==> config.mk <==
export PLATFORM = sky130hd
export DESIGN_NAME = uphy_regs
export DESIGN_NICKNAME = d
export VERILOG_FILES = /design/src/core/uphy_pkg.sv /design/src/core/uphy_regs.sv
export VERILOG_INCLUDE_DIRS = /design/src /design/src/core
export SDC_FILE = /design/constraint.sdc
export NUM_CORES = 1
export LEC_CHECK = 0
export ABC_CLOCK_PERIOD_IN_PS = 5550
export BUFFER_PORTS_ARGS = -buffer_cell sky130_fd_sc_hd__buf_2
export CORE_ASPECT_RATIO = 1.75
export CORE_MARGIN = 2
export CORE_UTILIZATION = 50
export DETAILED_ROUTE_END_ITERATION = 12
export PLACE_DENSITY = 0.84
export SLEW_MARGIN = 10
export SYNTH_ARGS = -nofsm -noshare
export SYNTH_HDL_FRONTEND = slang
export SYNTH_SLANG_ARGS = --single-unit
==> constraint.sdc <==
create_clock -name clk_sys -period 5.55 [get_ports clk_sys]
set_clock_uncertainty 0.15 [all_clocks]
set_input_delay 0.555 -clock clk_sys [delete_from_list [all_inputs] [get_ports clk_sys]]
set_output_delay 0.555 -clock clk_sys [all_outputs]
set_load 0.02 [all_outputs]
==> src/core/uphy_consts.svh <==
// Register offsets, field positions and reset values of the USB control bank.
// Behaviour
// Control bit 18 set turns off the data-line pulldowns; clear keeps them on.
// SE0 auto-resume sets control bit 13, held until software writes 0.
// K auto-resume sets control bit 12, held until software writes 0.
// Line-state changes pass after two to the power of bits 11:8 cycles.
// Bit 7 set lets the hardware suspend controller handle resume.
// Control bits 6:4 drive the three transceiver config pins; reset zero.
// Reserved bits of power and control registers read zero, ignore writes.
`ifndef UPHY_CONSTS_SVH
`define UPHY_CONSTS_SVH
`define UPHY_OFS_OTG_MASK 12'h038
`define UPHY_OFS_PWRSIG 12'h03c
`define UPHY_OFS_CTRL 12'h040
`define UPHY_PWRSIG_MASK 32'h0000_01ff
`define UPHY_CTRL_MASK 32'h0004_3ff0
`define UPHY_BIT_PULLDOWN_OFF 18
`define UPHY_BIT_RESUME_SE0 13
`define UPHY_BIT_RESUME_K 12
`define UPHY_FILT_LSB 8
`define UPHY_BIT_HW_RESUME 7
`define UPHY_CONF_LSB 4
`define UPHY_RESET_VALUE 32'h0000_0000
`endif

==> src/core/uphy_pkg.sv <==
// Types shared by the USB control bank.
package uphy_pkg;
   typedef struct packed {
      logic [11:0] paddr;
      logic psel;
      logic penable;
      logic pwrite;
      logic [31:0] pwdata;
   } uphy_apb_req_t;
   typedef struct packed {
      logic [31:0] prdata;
      logic pready;
      logic pslverr;
   } uphy_apb_rsp_t;
   typedef enum logic [1:0] {
      UPHY_LS_SE0 = 2'b00,
      UPHY_LS_J = 2'b01,
      UPHY_LS_K = 2'b10,
      UPHY_LS_SE1 = 2'b11
   } uphy_linestate_t;
endpackage : uphy_pkg

==> src/core/uphy_regs.sv <==
// APB register bank for the USB transceiver control and line filter.
`timescale 1ns/1ps
`include "uphy_consts.svh"
module uphy_regs
   import uphy_pkg::*;
(
   input wire logic clk_sys,
   input wire logic reset,
   input wire uphy_apb_req_t apb_req,
   output uphy_apb_rsp_t apb_rsp,
   input wire logic [1:0] line_state_raw,
   input wire logic resume_se0_event,
   input wire logic resume_k_event,
   output logic [1:0] line_state_filt,
   output logic pulldown_disable,
   output logic hw_resume_enable,
   output logic [2:0] transceiver_config_pins,
   output logic [31:0] otg_mask_bits,
   output logic power_signal_valid,
   output logic [7:0] power_signal_value
);
   logic [31:0] otg_event_mask;
   logic [31:0] usb_power_signalling;
   logic [31:0] usb_transceiver_control;
   logic [15:0] filt_count;
   logic [1:0] filt_candidate;
   logic [15:0] filt_limit;
   logic wr_en;
   logic rd_en;
   logic [31:0] next_rdata;
   logic hit;

   assign wr_en = apb_req.psel && apb_req.penable && apb_req.pwrite;
   assign rd_en = apb_req.psel && !apb_req.penable && !apb_req.pwrite;

   always_comb begin
      hit = 1'b1;
      next_rdata = 32'h0000_0000;
      unique case (apb_req.paddr)
         `UPHY_OFS_OTG_MASK: next_rdata = otg_event_mask;
         `UPHY_OFS_PWRSIG: next_rdata = usb_power_signalling;
         `UPHY_OFS_CTRL: next_rdata = usb_transceiver_control;
         default: hit = 1'b0;
      endcase
   end

   // Zero wait states: pready rises in every access phase.
   always_ff @(posedge clk_sys or posedge reset) begin
      if (reset) begin
         apb_rsp <= '0;
      end else begin
         apb_rsp.pready <= apb_req.psel && !apb_req.penable;
         apb_rsp.pslverr <= apb_req.psel && !apb_req.penable && !hit;
         if (rd_en) begin
            apb_rsp.prdata <= next_rdata;
         end
      end
   end

   always_ff @(posedge clk_sys or posedge reset) begin
      if (reset) begin
         otg_event_mask <= `UPHY_RESET_VALUE;
         usb_power_signalling <= `UPHY_RESET_VALUE;
      end else if (wr_en && apb_req.paddr == `UPHY_OFS_OTG_MASK) begin
         otg_event_mask <= apb_req.pwdata;
      end else if (wr_en && apb_req.paddr == `UPHY_OFS_PWRSIG) begin
         usb_power_signalling <= apb_req.pwdata & `UPHY_PWRSIG_MASK;
      end
   end

   // A resume event in the cycle of a clearing write keeps its flag set.
   always_ff @(posedge clk_sys or posedge reset) begin
      if (reset) begin
         usb_transceiver_control <= `UPHY_RESET_VALUE;
      end else begin
         if (wr_en && apb_req.paddr == `UPHY_OFS_CTRL) begin
            usb_transceiver_control <= apb_req.pwdata & `UPHY_CTRL_MASK;
         end
         if (resume_se0_event) begin
            usb_transceiver_control[`UPHY_BIT_RESUME_SE0] <= 1'b1;
         end
         if (resume_k_event) begin
            usb_transceiver_control[`UPHY_BIT_RESUME_K] <= 1'b1;
         end
      end
   end

   assign filt_limit = 16'h0001 <<
      usb_transceiver_control[`UPHY_FILT_LSB +: 4];

   // A new line state must stand for 2**n cycles before it is passed on.
   always_ff @(posedge clk_sys or posedge reset) begin
      if (reset) begin
         filt_candidate <= UPHY_LS_SE0;
         filt_count <= 16'h0000;
         line_state_filt <= UPHY_LS_SE0;
      end else if (line_state_raw != filt_candidate) begin
         filt_candidate <= line_state_raw;
         filt_count <= 16'h0001;
      end else if (filt_candidate != line_state_filt) begin
         if (filt_count >= filt_limit) begin
            line_state_filt <= filt_candidate;
         end else begin
            filt_count <= filt_count + 16'h0001;
         end
      end
   end

   always_ff @(posedge clk_sys or posedge reset) begin
      if (reset) begin
         pulldown_disable <= 1'b0;
         hw_resume_enable <= 1'b0;
         transceiver_config_pins <= 3'h0;
         otg_mask_bits <= 32'h0000_0000;
         power_signal_valid <= 1'b0;
         power_signal_value <= 8'h00;
      end else begin
         pulldown_disable <=
            usb_transceiver_control[`UPHY_BIT_PULLDOWN_OFF];
         hw_resume_enable <=
            usb_transceiver_control[`UPHY_BIT_HW_RESUME];
         transceiver_config_pins <=
            usb_transceiver_control[`UPHY_CONF_LSB +: 3];
         otg_mask_bits <= otg_event_mask;
         power_signal_valid <= usb_power_signalling[8];
         power_signal_value <= usb_power_signalling[7:0];
      end
   end
endmodule : uphy_regs

==> metrics.md, run 1 <==
| Metric | Value |
|---|---|
| Status | completed |
| Layout area overhead | 21.2% |
| Post-synth ARST share | 100% |
| Setup crit end | filt_count[9] |
| Crit-path slowest cell | or4_1 |
| Clock power share | 46.9% |
| Synth top cells by count | dfrtp_1, nand2_1, mux2_2 |
| Worst-path clk slew | 0.06 ns |
| Io pins | 135 |
| Wire per inst | 17.3 um |
| Avg Cell Area, Syn | 12.4 um^2 |
| Largest area contributor in the synthesized netlist | dfrtp_1 |
| Placed Area | 6900 um^2 |
| PostCTS Resize Cnt | 0 |
| Worst-margin pin slew | 1.12 ns |
| Setup crit end kind | register |
| PortBufs | 134 |
| Synth area leaders | dfrtp_1, mux2_2, nand2_1, ha_1, o21ai_0 |
| Core box area | 12000 um^2 |
| GR Overflow Total | 0 |
| Worst setup margin | 1.59 ns |
| Post-Syn Area | 6140 um^2 |
| Critical R2R Launch | usb_transceiver_control[8] |
| Die footprint | 13200 um^2 |
| Initial antenna violation count | 1 |
| Number of global-route vias before repair | 4551 |
| Worst setup SP type | register |
| CTS hold repair buffers | 0 |
| DRT iter0 DRCs | 261 |
| Final core utilization | 62.1% |
| Peak supply drop | 0.222 mV |
| Crit Path Category | register to register |
| Yosys top cell area share | 61.9% |
| CP Buf/Inv Count | 0 |
| Most numerous cell on the critical path | or4_1 |
| Minimum clock period | 3.96 ns |
| Unrepaired setup endpoints after global routing | false |
| Post-CTS setup buffers | 0 |
| Crit. Startpoint | usb_transceiver_control[8] |
| Area of the multi-input gates | 2160 um^2 |
| Vias | 4324 |
| Clk root buf | clkbuf_16 |
| Final hold violation count | 0 |
| Max-cap violations | 0 |
| Critical Path Stages | 8 |
| Drt total wl | 13900 um |
| Rel. slew slack | 25.3% |
| Critical Path RT | 5.73 ns |
| Count of flip-flops with a built-in enable after synthesis | 0 |
| Synth unique cells | 41 |
| Fin Hold WS | 0.125 ns |
| Crit-path cells | nor4_1 -> ha_1 -> nand2b_1 -> a2111oi_0 -> or4_1 -> nand4_1 -> or4_1 -> a21oi_1 |
| Max stage delay on crit path | 0.79 ns |
| First-pass GRT wire length | 22300 um |
| Worst-path maximum fanout | 30 |
| Synth Warn # | 0 |
| HPWL Detailed | 9670 um |
| Pins Over Slew Limit | 0 |
| CTS max path bufs | 2 |
| Psw | 0.000495 W |
| Ys flop type | dfrtp_1 |
| Syn nets | 565 |
| Top-count cell post-synth | dfrtp_1 |
| Crit path arrival time | 4.14 ns |
| Setup slack, reg-to-reg | 1.59 ns |
| FF/Latch Area | 3800 um^2 |
| Clk sinks | 152 |
| Hold Crit Depth | 1 |
| Fmax | 252 MHz |
| Final Cycle Share | 71.4% |
| Synth Register Bits | 152 |
| Ratio of cells with drive above 1 in the final layout | 35.6% |
| Delay-heaviest family, CP | simple AND/OR/NAND/NOR gates |
| Leak pwr | 3.75 nW |
| Clk_lat worst skew | 0.41 ns |
| Setup violators final | 0 |
| Part of the power in registers | 49.4% |
| Drt first pass iters | 4 |
| Share of the yosys chip area belonging to registers | 61.9% |
| DR vias/cell | 5.38 |
| Final setup TNS | 0 ns |
| Post-layout nets | 695 |
| Design Area, Final | 7450 um^2 |
| Sw frac | 21.9% |
| Cell Int Power | 0.00177 W |
| CTS tree | yes |
| Setup slack at placement | 1.65 ns |
| Chip height | 151 um |
| GP Congestion | 0.949 |
| FF-to-FF path depth | 8 |
| H-tree Lvls | 4 |
| Cell Rows | 53 |
| Starting Density | 51.2% |
| Filler Cells Inserted | 943 |
| Power per Cell Area | 304 nW/um^2 |
| Die Width | 87.8 um |
| CTS Buf Count | 17 |
| Gr usage total | 22.1% |
| Logic pwr share | 3.7% |
| Post-Syn Instances | 495 |
| Largest net degree at the start of global routing | 107 |
| # DRC | 0 |
| Reg-to-Reg End | filt_count[9] |
| ANT nets after route | 0 |
| Hold Crit Class | primary input to register |
flip-flops by register name (all words and copies together) (netlist names), 2 cells and up:
| name | count |
|---|---|
| apb_rsp | 34 |
| otg_event_mask | 32 |
| line_state_filt | 2 |
| power_signal_value | 8 |
| filt_count | 16 |
| transceiver_config_pins | 3 |
| usb_power_signalling | 9 |
| otg_mask_bits | 32 |
| usb_transceiver_control | 11 |
| filt_candidate | 2 |
metrics by stage:
step	power [W]	instances
floorplan	0.00119	495
global placement	0.00122	771
global route	0.00234	803
CTS	0.00228	802
detailed placement	0.00122	771
finish	0.00227	803
worst min-delay path by stage:
stage                                  start           endpoint  slack [ns]
after floorplan           otg_event_mask[24]  otg_mask_bits[24]        0.22
final                      line_state_raw[0]  filt_candidate[0]        0.13
after global placement    otg_event_mask[24]  otg_mask_bits[24]        0.22
after detailed placement  otg_event_mask[28]  otg_mask_bits[28]        0.23
after CTS                  line_state_raw[1]  filt_candidate[1]        0.11
after global routing       line_state_raw[0]  filt_candidate[0]        0.11
power groups by stage:
stage | Sequential [W] | Clock (W) | Combinational (W)
2_1_floorplan | 0.00115 | 0 | 0.0000409
3_3_place_gp | 0.00114 | 0 | 0.0000819
3_5_place_dp | 0.00114 | 0 | 0.0000854
4_1_cts | 0.00112 | 0.00108 | 0.0000860
5_1_grt | 0.00112 | 0.00113 | 0.0000940
6_report | 0.00112 | 0.00106 | 0.0000843
layout by cell type, fill, tap and decap left out, types with 2 or more instances in the layout:
cell	n
clkbuf_1	3
dfrtp_1	152
o21ai_0	34
buf_2	134
xor2_1	2
and3_1	5
or4_1	3
inv_1	4
nand4_1	6
o21ai_1	2
inv_6	3
a21oi_1	17
nor3_1	2
nor2b_1	8
clkinv_2	2
nor3_4	2
or3_1	14
mux2_2	51
nor4_1	3
clkbuf_16	17
nand3_1	20
a211o_1	2
o31ai_1	6
mux2i_1	5
ha_1	17
xnor2_1	3
nor2_1	10
a22oi_1	11
nand2_1	70
buf_4	4
a222oi_1	5
clkinvlp_4	4
metal layers:
layer	global-route usage (%)	up-vias	share of wire, %
met2	40.5	117	55
met3	5.92	26	5.3
met5	0	-	0
met1	23.6	2163	38
li1	-	2018	-
met4	8.54	0	2.6
cell type report:
| class | instances | area share, % |
|---|---|---|
| inverters | 5 | 0.319 |
| clock inverters | 10 | 1.29 |
| clock buffers | 21 | 6.05 |
| well taps | 165 | 2.77 |
| flip-flops and latches | 152 | 51.1 |
| multi-input cells | 311 | 29.1 |
| repair buffers | 138 | 9.41 |
| diodes | 1 | 0.0336 |
logic make-up after synthesis:
group	after synthesis	synth area share [%]
adder cells (fa/ha/maj)	17	3.46
buffers and inverters	32	2.89
XOR/XNOR	5	0.713
multiplexers	57	10.3
AO/OA/AOI/OAI	82	8.15
flip-flops	152	61.9
AND/OR/NAND/NOR	150	12.5
No activity file was read; power rests on OpenSTA's default activity.
==> inputs of run 2 (changes only) <==
- ABC_CLOCK_PERIOD_IN_PS: 5550 -> 3600
- CORE_UTILIZATION: 50 -> 49
- PLACE_DENSITY: 0.84 -> 0.86
- clock period: 5.55 -> 3.6 ns (I/O delays scaled with it)
==> run 2 against run 1 <==
Compared with the run above: via count rose by 4.0%; combinational power rose by 64%; sequential power rose by 54%; highest routed layer unchanged; fmax rose by 23%.
==> metrics.md, run 2 (synthesis gave the netlist of run 1 again) <==
| Metric | Value |
|---|---|
| Peak supply drop | 0.319 mV |
| Number of global-route vias before repair | 4692 |
| Hold Crit Class | primary input to asynchronous set/reset pin |
| Cell Rows | 54 |
| H-tree Lvls | 4 |
| Layout area overhead | 23.9% |
| Post-CTS setup buffers | 0 |
| CTS tree | yes |
| Largest Register | apb_rsp |
| Gr usage total | 22.2% |
| Crit Path Category | register to register |
| First-pass GRT wire length | 23100 um |
| Rel. slew slack | 35.0% |
| Max reg flops | 34 |
| Core box area | 12400 um^2 |
| DRT iter0 DRCs | 270 |
| Status | completed |
| Most frequent cells in the layout | dfrtp_1, buf_2, nand2_1 |
| GP Congestion | 0.835 |
| Clk root buf | clkbuf_16 |
| HPWL Detailed | 9970 um |
| Tot Pwr | 0.00360 W |
| Unrepaired setup endpoints after global routing | false |
| Largest net degree at the start of global routing | 59 |
| Io pins | 135 |
| Ratio of cells with drive above 1 in the final layout | 36.7% |
| Minimum clock period | 3.23 ns |
| Worst-margin pin slew | 0.973 ns |
| Final Cycle Share | 89.8% |
| Drt first pass iters | 5 |
| Vias | 4495 |
| Clk_lat worst skew | 0.42 ns |
| GR Overflow Total | 0 |
| Wire per inst | 17.5 um |
| DR vias/cell | 5.50 |
| Die footprint | 13500 um^2 |
| Final core utilization | 61.5% |
| Initial antenna violation count | 0 |
| Power per Cell Area | 473 nW/um^2 |
| Die Width | 88.6 um |
| Worst-path clk slew | 0.06 ns |
| CTS Buf Count | 17 |
| Chip height | 152 um |
| Drt total wl | 14300 um |
| Crit path arrival time | 3.37 ns |
| Filler Cells Inserted | 944 |
| Starting Density | 49.7% |
| Worst setup SP type | register |
| # DRC | 0 |
| Setup crit end kind | register |
| Worst-path maximum fanout | 30 |
| Final hold violation count | 0 |
| Diodes inserted | 0 |
| Most common cell after layout, fill and taps aside | dfrtp_1 |
| Pins Over Slew Limit | 0 |
| ANT nets after route | 0 |
| Leak pwr | 3.83 nW |
| Clk sinks | 152 |
| Max-cap violations | 0 |
| Fmax | 309 MHz |
| Top Registers | apb_rsp (34), otg_event_mask (32), otg_mask_bits (32) |
| Final setup TNS | 0 ns |
| PortBufs | 134 |
| CTS max path bufs | 2 |
| Critical Path RT | 3.74 ns |
| Post-layout nets | 706 |
| Setup violators final | 0 |
run 2: changes by cell type in the layout (fill, tap and decap cells not counted), sizes merged:
cell	delta
diode	-1
buf	+7
clkinvlp	+1
dlygate4sd3	+4
inv	+2
clkbuf	-2
run 2: metrics by stage:
stage,hold WS [ns],std cells,area (um^2),setup WS [ns]
after floorplan,0.217,495,6150,0.475
after global placement,0.227,781,6980,0.457
after detailed placement,0.233,781,6980,0.405
after CTS,0.0166,817,7610,0.384
after global routing,0.0160,817,7610,0.150
final,0.00351,817,7610,0.368
run 2: final cells by class:
| cell class | instances | area, um^2 | area share (%) |
|---|---|---|---|
| Sequential cell | 152 | 3800 | 50.0 |
| Multi-Input combinational cell | 311 | 2160 | 28.4 |
| Timing Repair Buffer | 149 | 818 | 10.8 |
| Clock buffer | 19 | 453 | 5.95 |
| Tap cell | 168 | 210 | 2.76 |
| Clock inverter | 13 | 138 | 1.81 |
| Inverter | 5 | 22.5 | 0.296 |
run 2: routing by layer:
layer / routed length, um / GRT usage [%] / vias up
li1: - / - / 2045
met2: 8040 / 39.4 / 152
met5: 0 / 0 / -
met1: 5130 / 23.9 / 2261
met3: 655 / 5.49 / 37
met4: 468 / 9.96 / 0
run 2: repair_timing:
action | in CTS | in global routing
hold buffers | 4 | 0
endpoints found under the hold margin | 4 | 0
gates resized for setup | 0 | 0
endpoints found under the setup margin | 0 | 0
run 2: critical path, cell delays in order (launching register included):
cell	delay (ns)
dfrtp_1	0.51
nor2b_1	0.30
nand3_1	0.12
ha_1	0.31
nand4_1	0.12
or3_1	0.42
or4_1	0.57
nand4_1	0.16
buf_12	0.18
mux2i_1	0.22
nor2_1	0.06
run 2: final timing paths:
kind,startpoint,slack (ns),depth (start not counted),end
max in group asynchronous,reset,2.43,3,otg_event_mask[6]
min reg2reg,otg_event_mask[15],0.24,0,otg_mask_bits[15]
min,reset,0.004,2,filt_count[5]
min in group clk_sys,apb_req[16],0.03,2,otg_event_mask[16]
max reg2reg,usb_transceiver_control[9],0.37,10,filt_count[1]
max,usb_transceiver_control[9],0.37,10,filt_count[1]
run 2: power breakdown:
part	internal, W	switching [W]
combinational	0.0000496	0.0000887
clock	0.00101	0.000730
sequential	0.00172	0.00000764
total	0.00278	0.000826
==> inputs of run 3 (changes only) <==
- ABC_CLOCK_PERIOD_IN_PS: 3600 -> 3400
- CORE_UTILIZATION: 49 -> 50
- HOLD_SLACK_MARGIN: default -> 0.02
- PLACE_DENSITY: 0.86 -> 0.84
- REMOVE_ABC_BUFFERS: default -> 1
- clock period: 3.6 -> 3.4 ns (I/O delays scaled with it)
==> run 3 against run 2 <==
Compared with the run above: sequential cell count did not move; routed wire length rose by 9.6%; power rose by 6.3%; via count rose by 4.8%; non-clock buffer count increased by 26; fmax down 0.48%; hold slack improved by 0.029 ns; first-iteration DRC count decreased by 8.9%; register-to-register slack worse by 0.22 ns; setup slack worse by 0.22 ns; count of clock-buffer cells in the layout stayed put; utilization is 4.1 points higher.
==> metrics.md, run 3 (synthesis gave the netlist of run 1 again) <==
| Metric | Value |
|---|---|
| Drt first pass iters | 6 |
| Worst-path clk slew | 0.06 ns |
| Max reg flops | 34 |
| Clk root buf | clkbuf_16 |
| Final hold violation count | 0 |
| Most common cell after layout, fill and taps aside | dfrtp_1 |
| Post-layout nets | 732 |
| Setup violators final | 0 |
| Worst-path maximum fanout | 10 |
| FF/Latch Area | 3810 um^2 |
| GR Overflow Total | 0 |
| Leak pwr | 3.94 nW |
| Setup slack at placement | -0.124 ns |
| Fin Hold WS | 0.0320 ns |
| CTS Buf Count | 17 |
| CTS max path bufs | 2 |
| # DRC | 0 |
| Wire per inst | 18.7 um |
| Design Area, Final | 7880 um^2 |
| Die footprint | 13200 um^2 |
| Hold Crit Class | primary input to register |
| Worst setup margin | 0.152 ns |
| Largest Register | apb_rsp |
| Layout area overhead | 28.3% |
| Rel. slew slack | 56.8% |
| Io pins | 135 |
| Max-cap violations | 0 |
| Peak supply drop | 0.451 mV |
| Critical Path RT | 3.55 ns |
| Crit Path Category | register to register |
| Power per Cell Area | 486 nW/um^2 |
| Cell Rows | 53 |
| Min-delay src | apb_req[18] |
| Crit. Startpoint | usb_transceiver_control[9] |
| PortBufs | 134 |
| Ratio of cells with drive above 1 in the final layout | 36.6% |
| Minimum clock period | 3.25 ns |
| Pins Over Slew Limit | 0 |
| Worst setup SP type | register |
| Clk sinks | 152 |
| HPWL Detailed | 10800 um |
| Vias | 4710 |
| Most frequent cells in the layout | dfrtp_1, buf_2, nand2_1 |
| Chip height | 151 um |
| Core box area | 12000 um^2 |
| Area of the multi-input gates | 2180 um^2 |
| Fmax | 308 MHz |
| Die Width | 87.8 um |
| H-tree Lvls | 4 |
| Largest net degree at the start of global routing | 78 |
| Diodes inserted | 0 |
| Number of global-route vias before repair | 4956 |
| Setup crit end kind | register |
| Tot Pwr | 0.00383 W |
| Filler Cells Inserted | 868 |
| DRT iter0 DRCs | 246 |
| CTS tree | yes |
| DR vias/cell | 5.61 |
| Final Cycle Share | 95.5% |
| GP Congestion | 0.954 |
| Crit path arrival time | 3.39 ns |
| Gr usage total | 25.4% |
| Worst-margin pin slew | 0.648 ns |
| Placed Area | 6970 um^2 |
| Starting Density | 51.2% |
| Final setup TNS | 0 ns |
| Top Registers | apb_rsp (34), otg_event_mask (32), otg_mask_bits (32) |
| Critical R2R Launch | usb_transceiver_control[9] |
| Clk_lat worst skew | 0.41 ns |
| ANT nets after route | 0 |
| Drt total wl | 15700 um |
| Initial antenna violation count | 0 |
| First-pass GRT wire length | 25100 um |
| Status | completed |
==> run 3: cell types whose count changed in the layout (fill, tap and decap cells not counted), moves of 2 or more <==
cell	change
dfrtp_1	-3
clkinv_2	+2
clkinvlp_4	-4
nor2b_2	+2
inv_6	+3
dfrtp_2	+3
nor2b_1	-3
dlygate4sd3_1	+24
==> run 3: report_power, final <==
part / internal [W] / total [W] / leakage [nW] / switching [W]
Combinational: 0.0000690 / 0.000167 / 1.56 / 0.0000978
Sequential: 0.00182 / 0.00183 / 2.09 / 0.00000793
Clock: 0.00107 / 0.00184 / 0.289 / 0.000771
Total: 0.00295 / 0.00383 / 3.94 / 0.000877
==> run 3: layer usage <==
metal	global-route usage, %	up-vias	part of all wire, %
li1	-	2091	-
met1	27.2	2305	35
met2	44.4	231	54
met3	6.30	83	6.0
met4	14.4	0	5.5
met5	0	-	0
==> run 3: worst max-delay path: stages, from the launching register on <==
cell	delay, ns
dfrtp_2	0.47
nor2b_2	0.26
nand3_1	0.11
ha_1	0.33
nand4_1	0.14
or3_1	0.44
or4_1	0.60
nand4_1	0.17
buf_4	0.19
buf_4	0.12
xnor2_1	0.10
nand2_1	0.06
==> run 3: final cells by class <==
cell class / instances / share of cell area (%)
tap: 165 / 2.62
inverter: 5 / 0.302
clock buffer: 19 / 5.75
timing repair buffer: 175 / 13.7
multi-input combinational: 311 / 27.7
clock inverter: 13 / 1.67
sequential: 152 / 48.3
==> run 3: timing repair <==
item / CTS / global route
endpoints found under the hold margin: 55 / 0
hold buffers: 28 / 0
setup buffers: 2 / 1
gates resized for setup: 0 / 9
setup endpoints to repair: 11 / 18
pin swaps: 1 / 1
==> run 3: path summary, 6_finish.rpt <==
check | to | slack, ns | cells after the start
max | filt_count[0] | 0.15 | 11
min | otg_event_mask[18] | 0.03 | 2
max reg2reg | filt_count[0] | 0.15 | 11
min reg2reg | otg_mask_bits[2] | 0.25 | 0
max in group asynchronous | power_signal_value[0] | 1.95 | 4
min in group asynchronous | otg_mask_bits[16] | 0.28 | 3
==> run 3: through the flow <==
| step | cells | utilization (%) |
|---|---|---|
| 5_1_grt | 840 | 65.7 |
| 4_1_cts | 839 | 65.4 |
| 3_3_place_gp | 777 | 58.1 |
| 2_1_floorplan | 468 | - |
| 6_report | 840 | 65.7 |
| 3_5_place_dp | 777 | 58.1 |
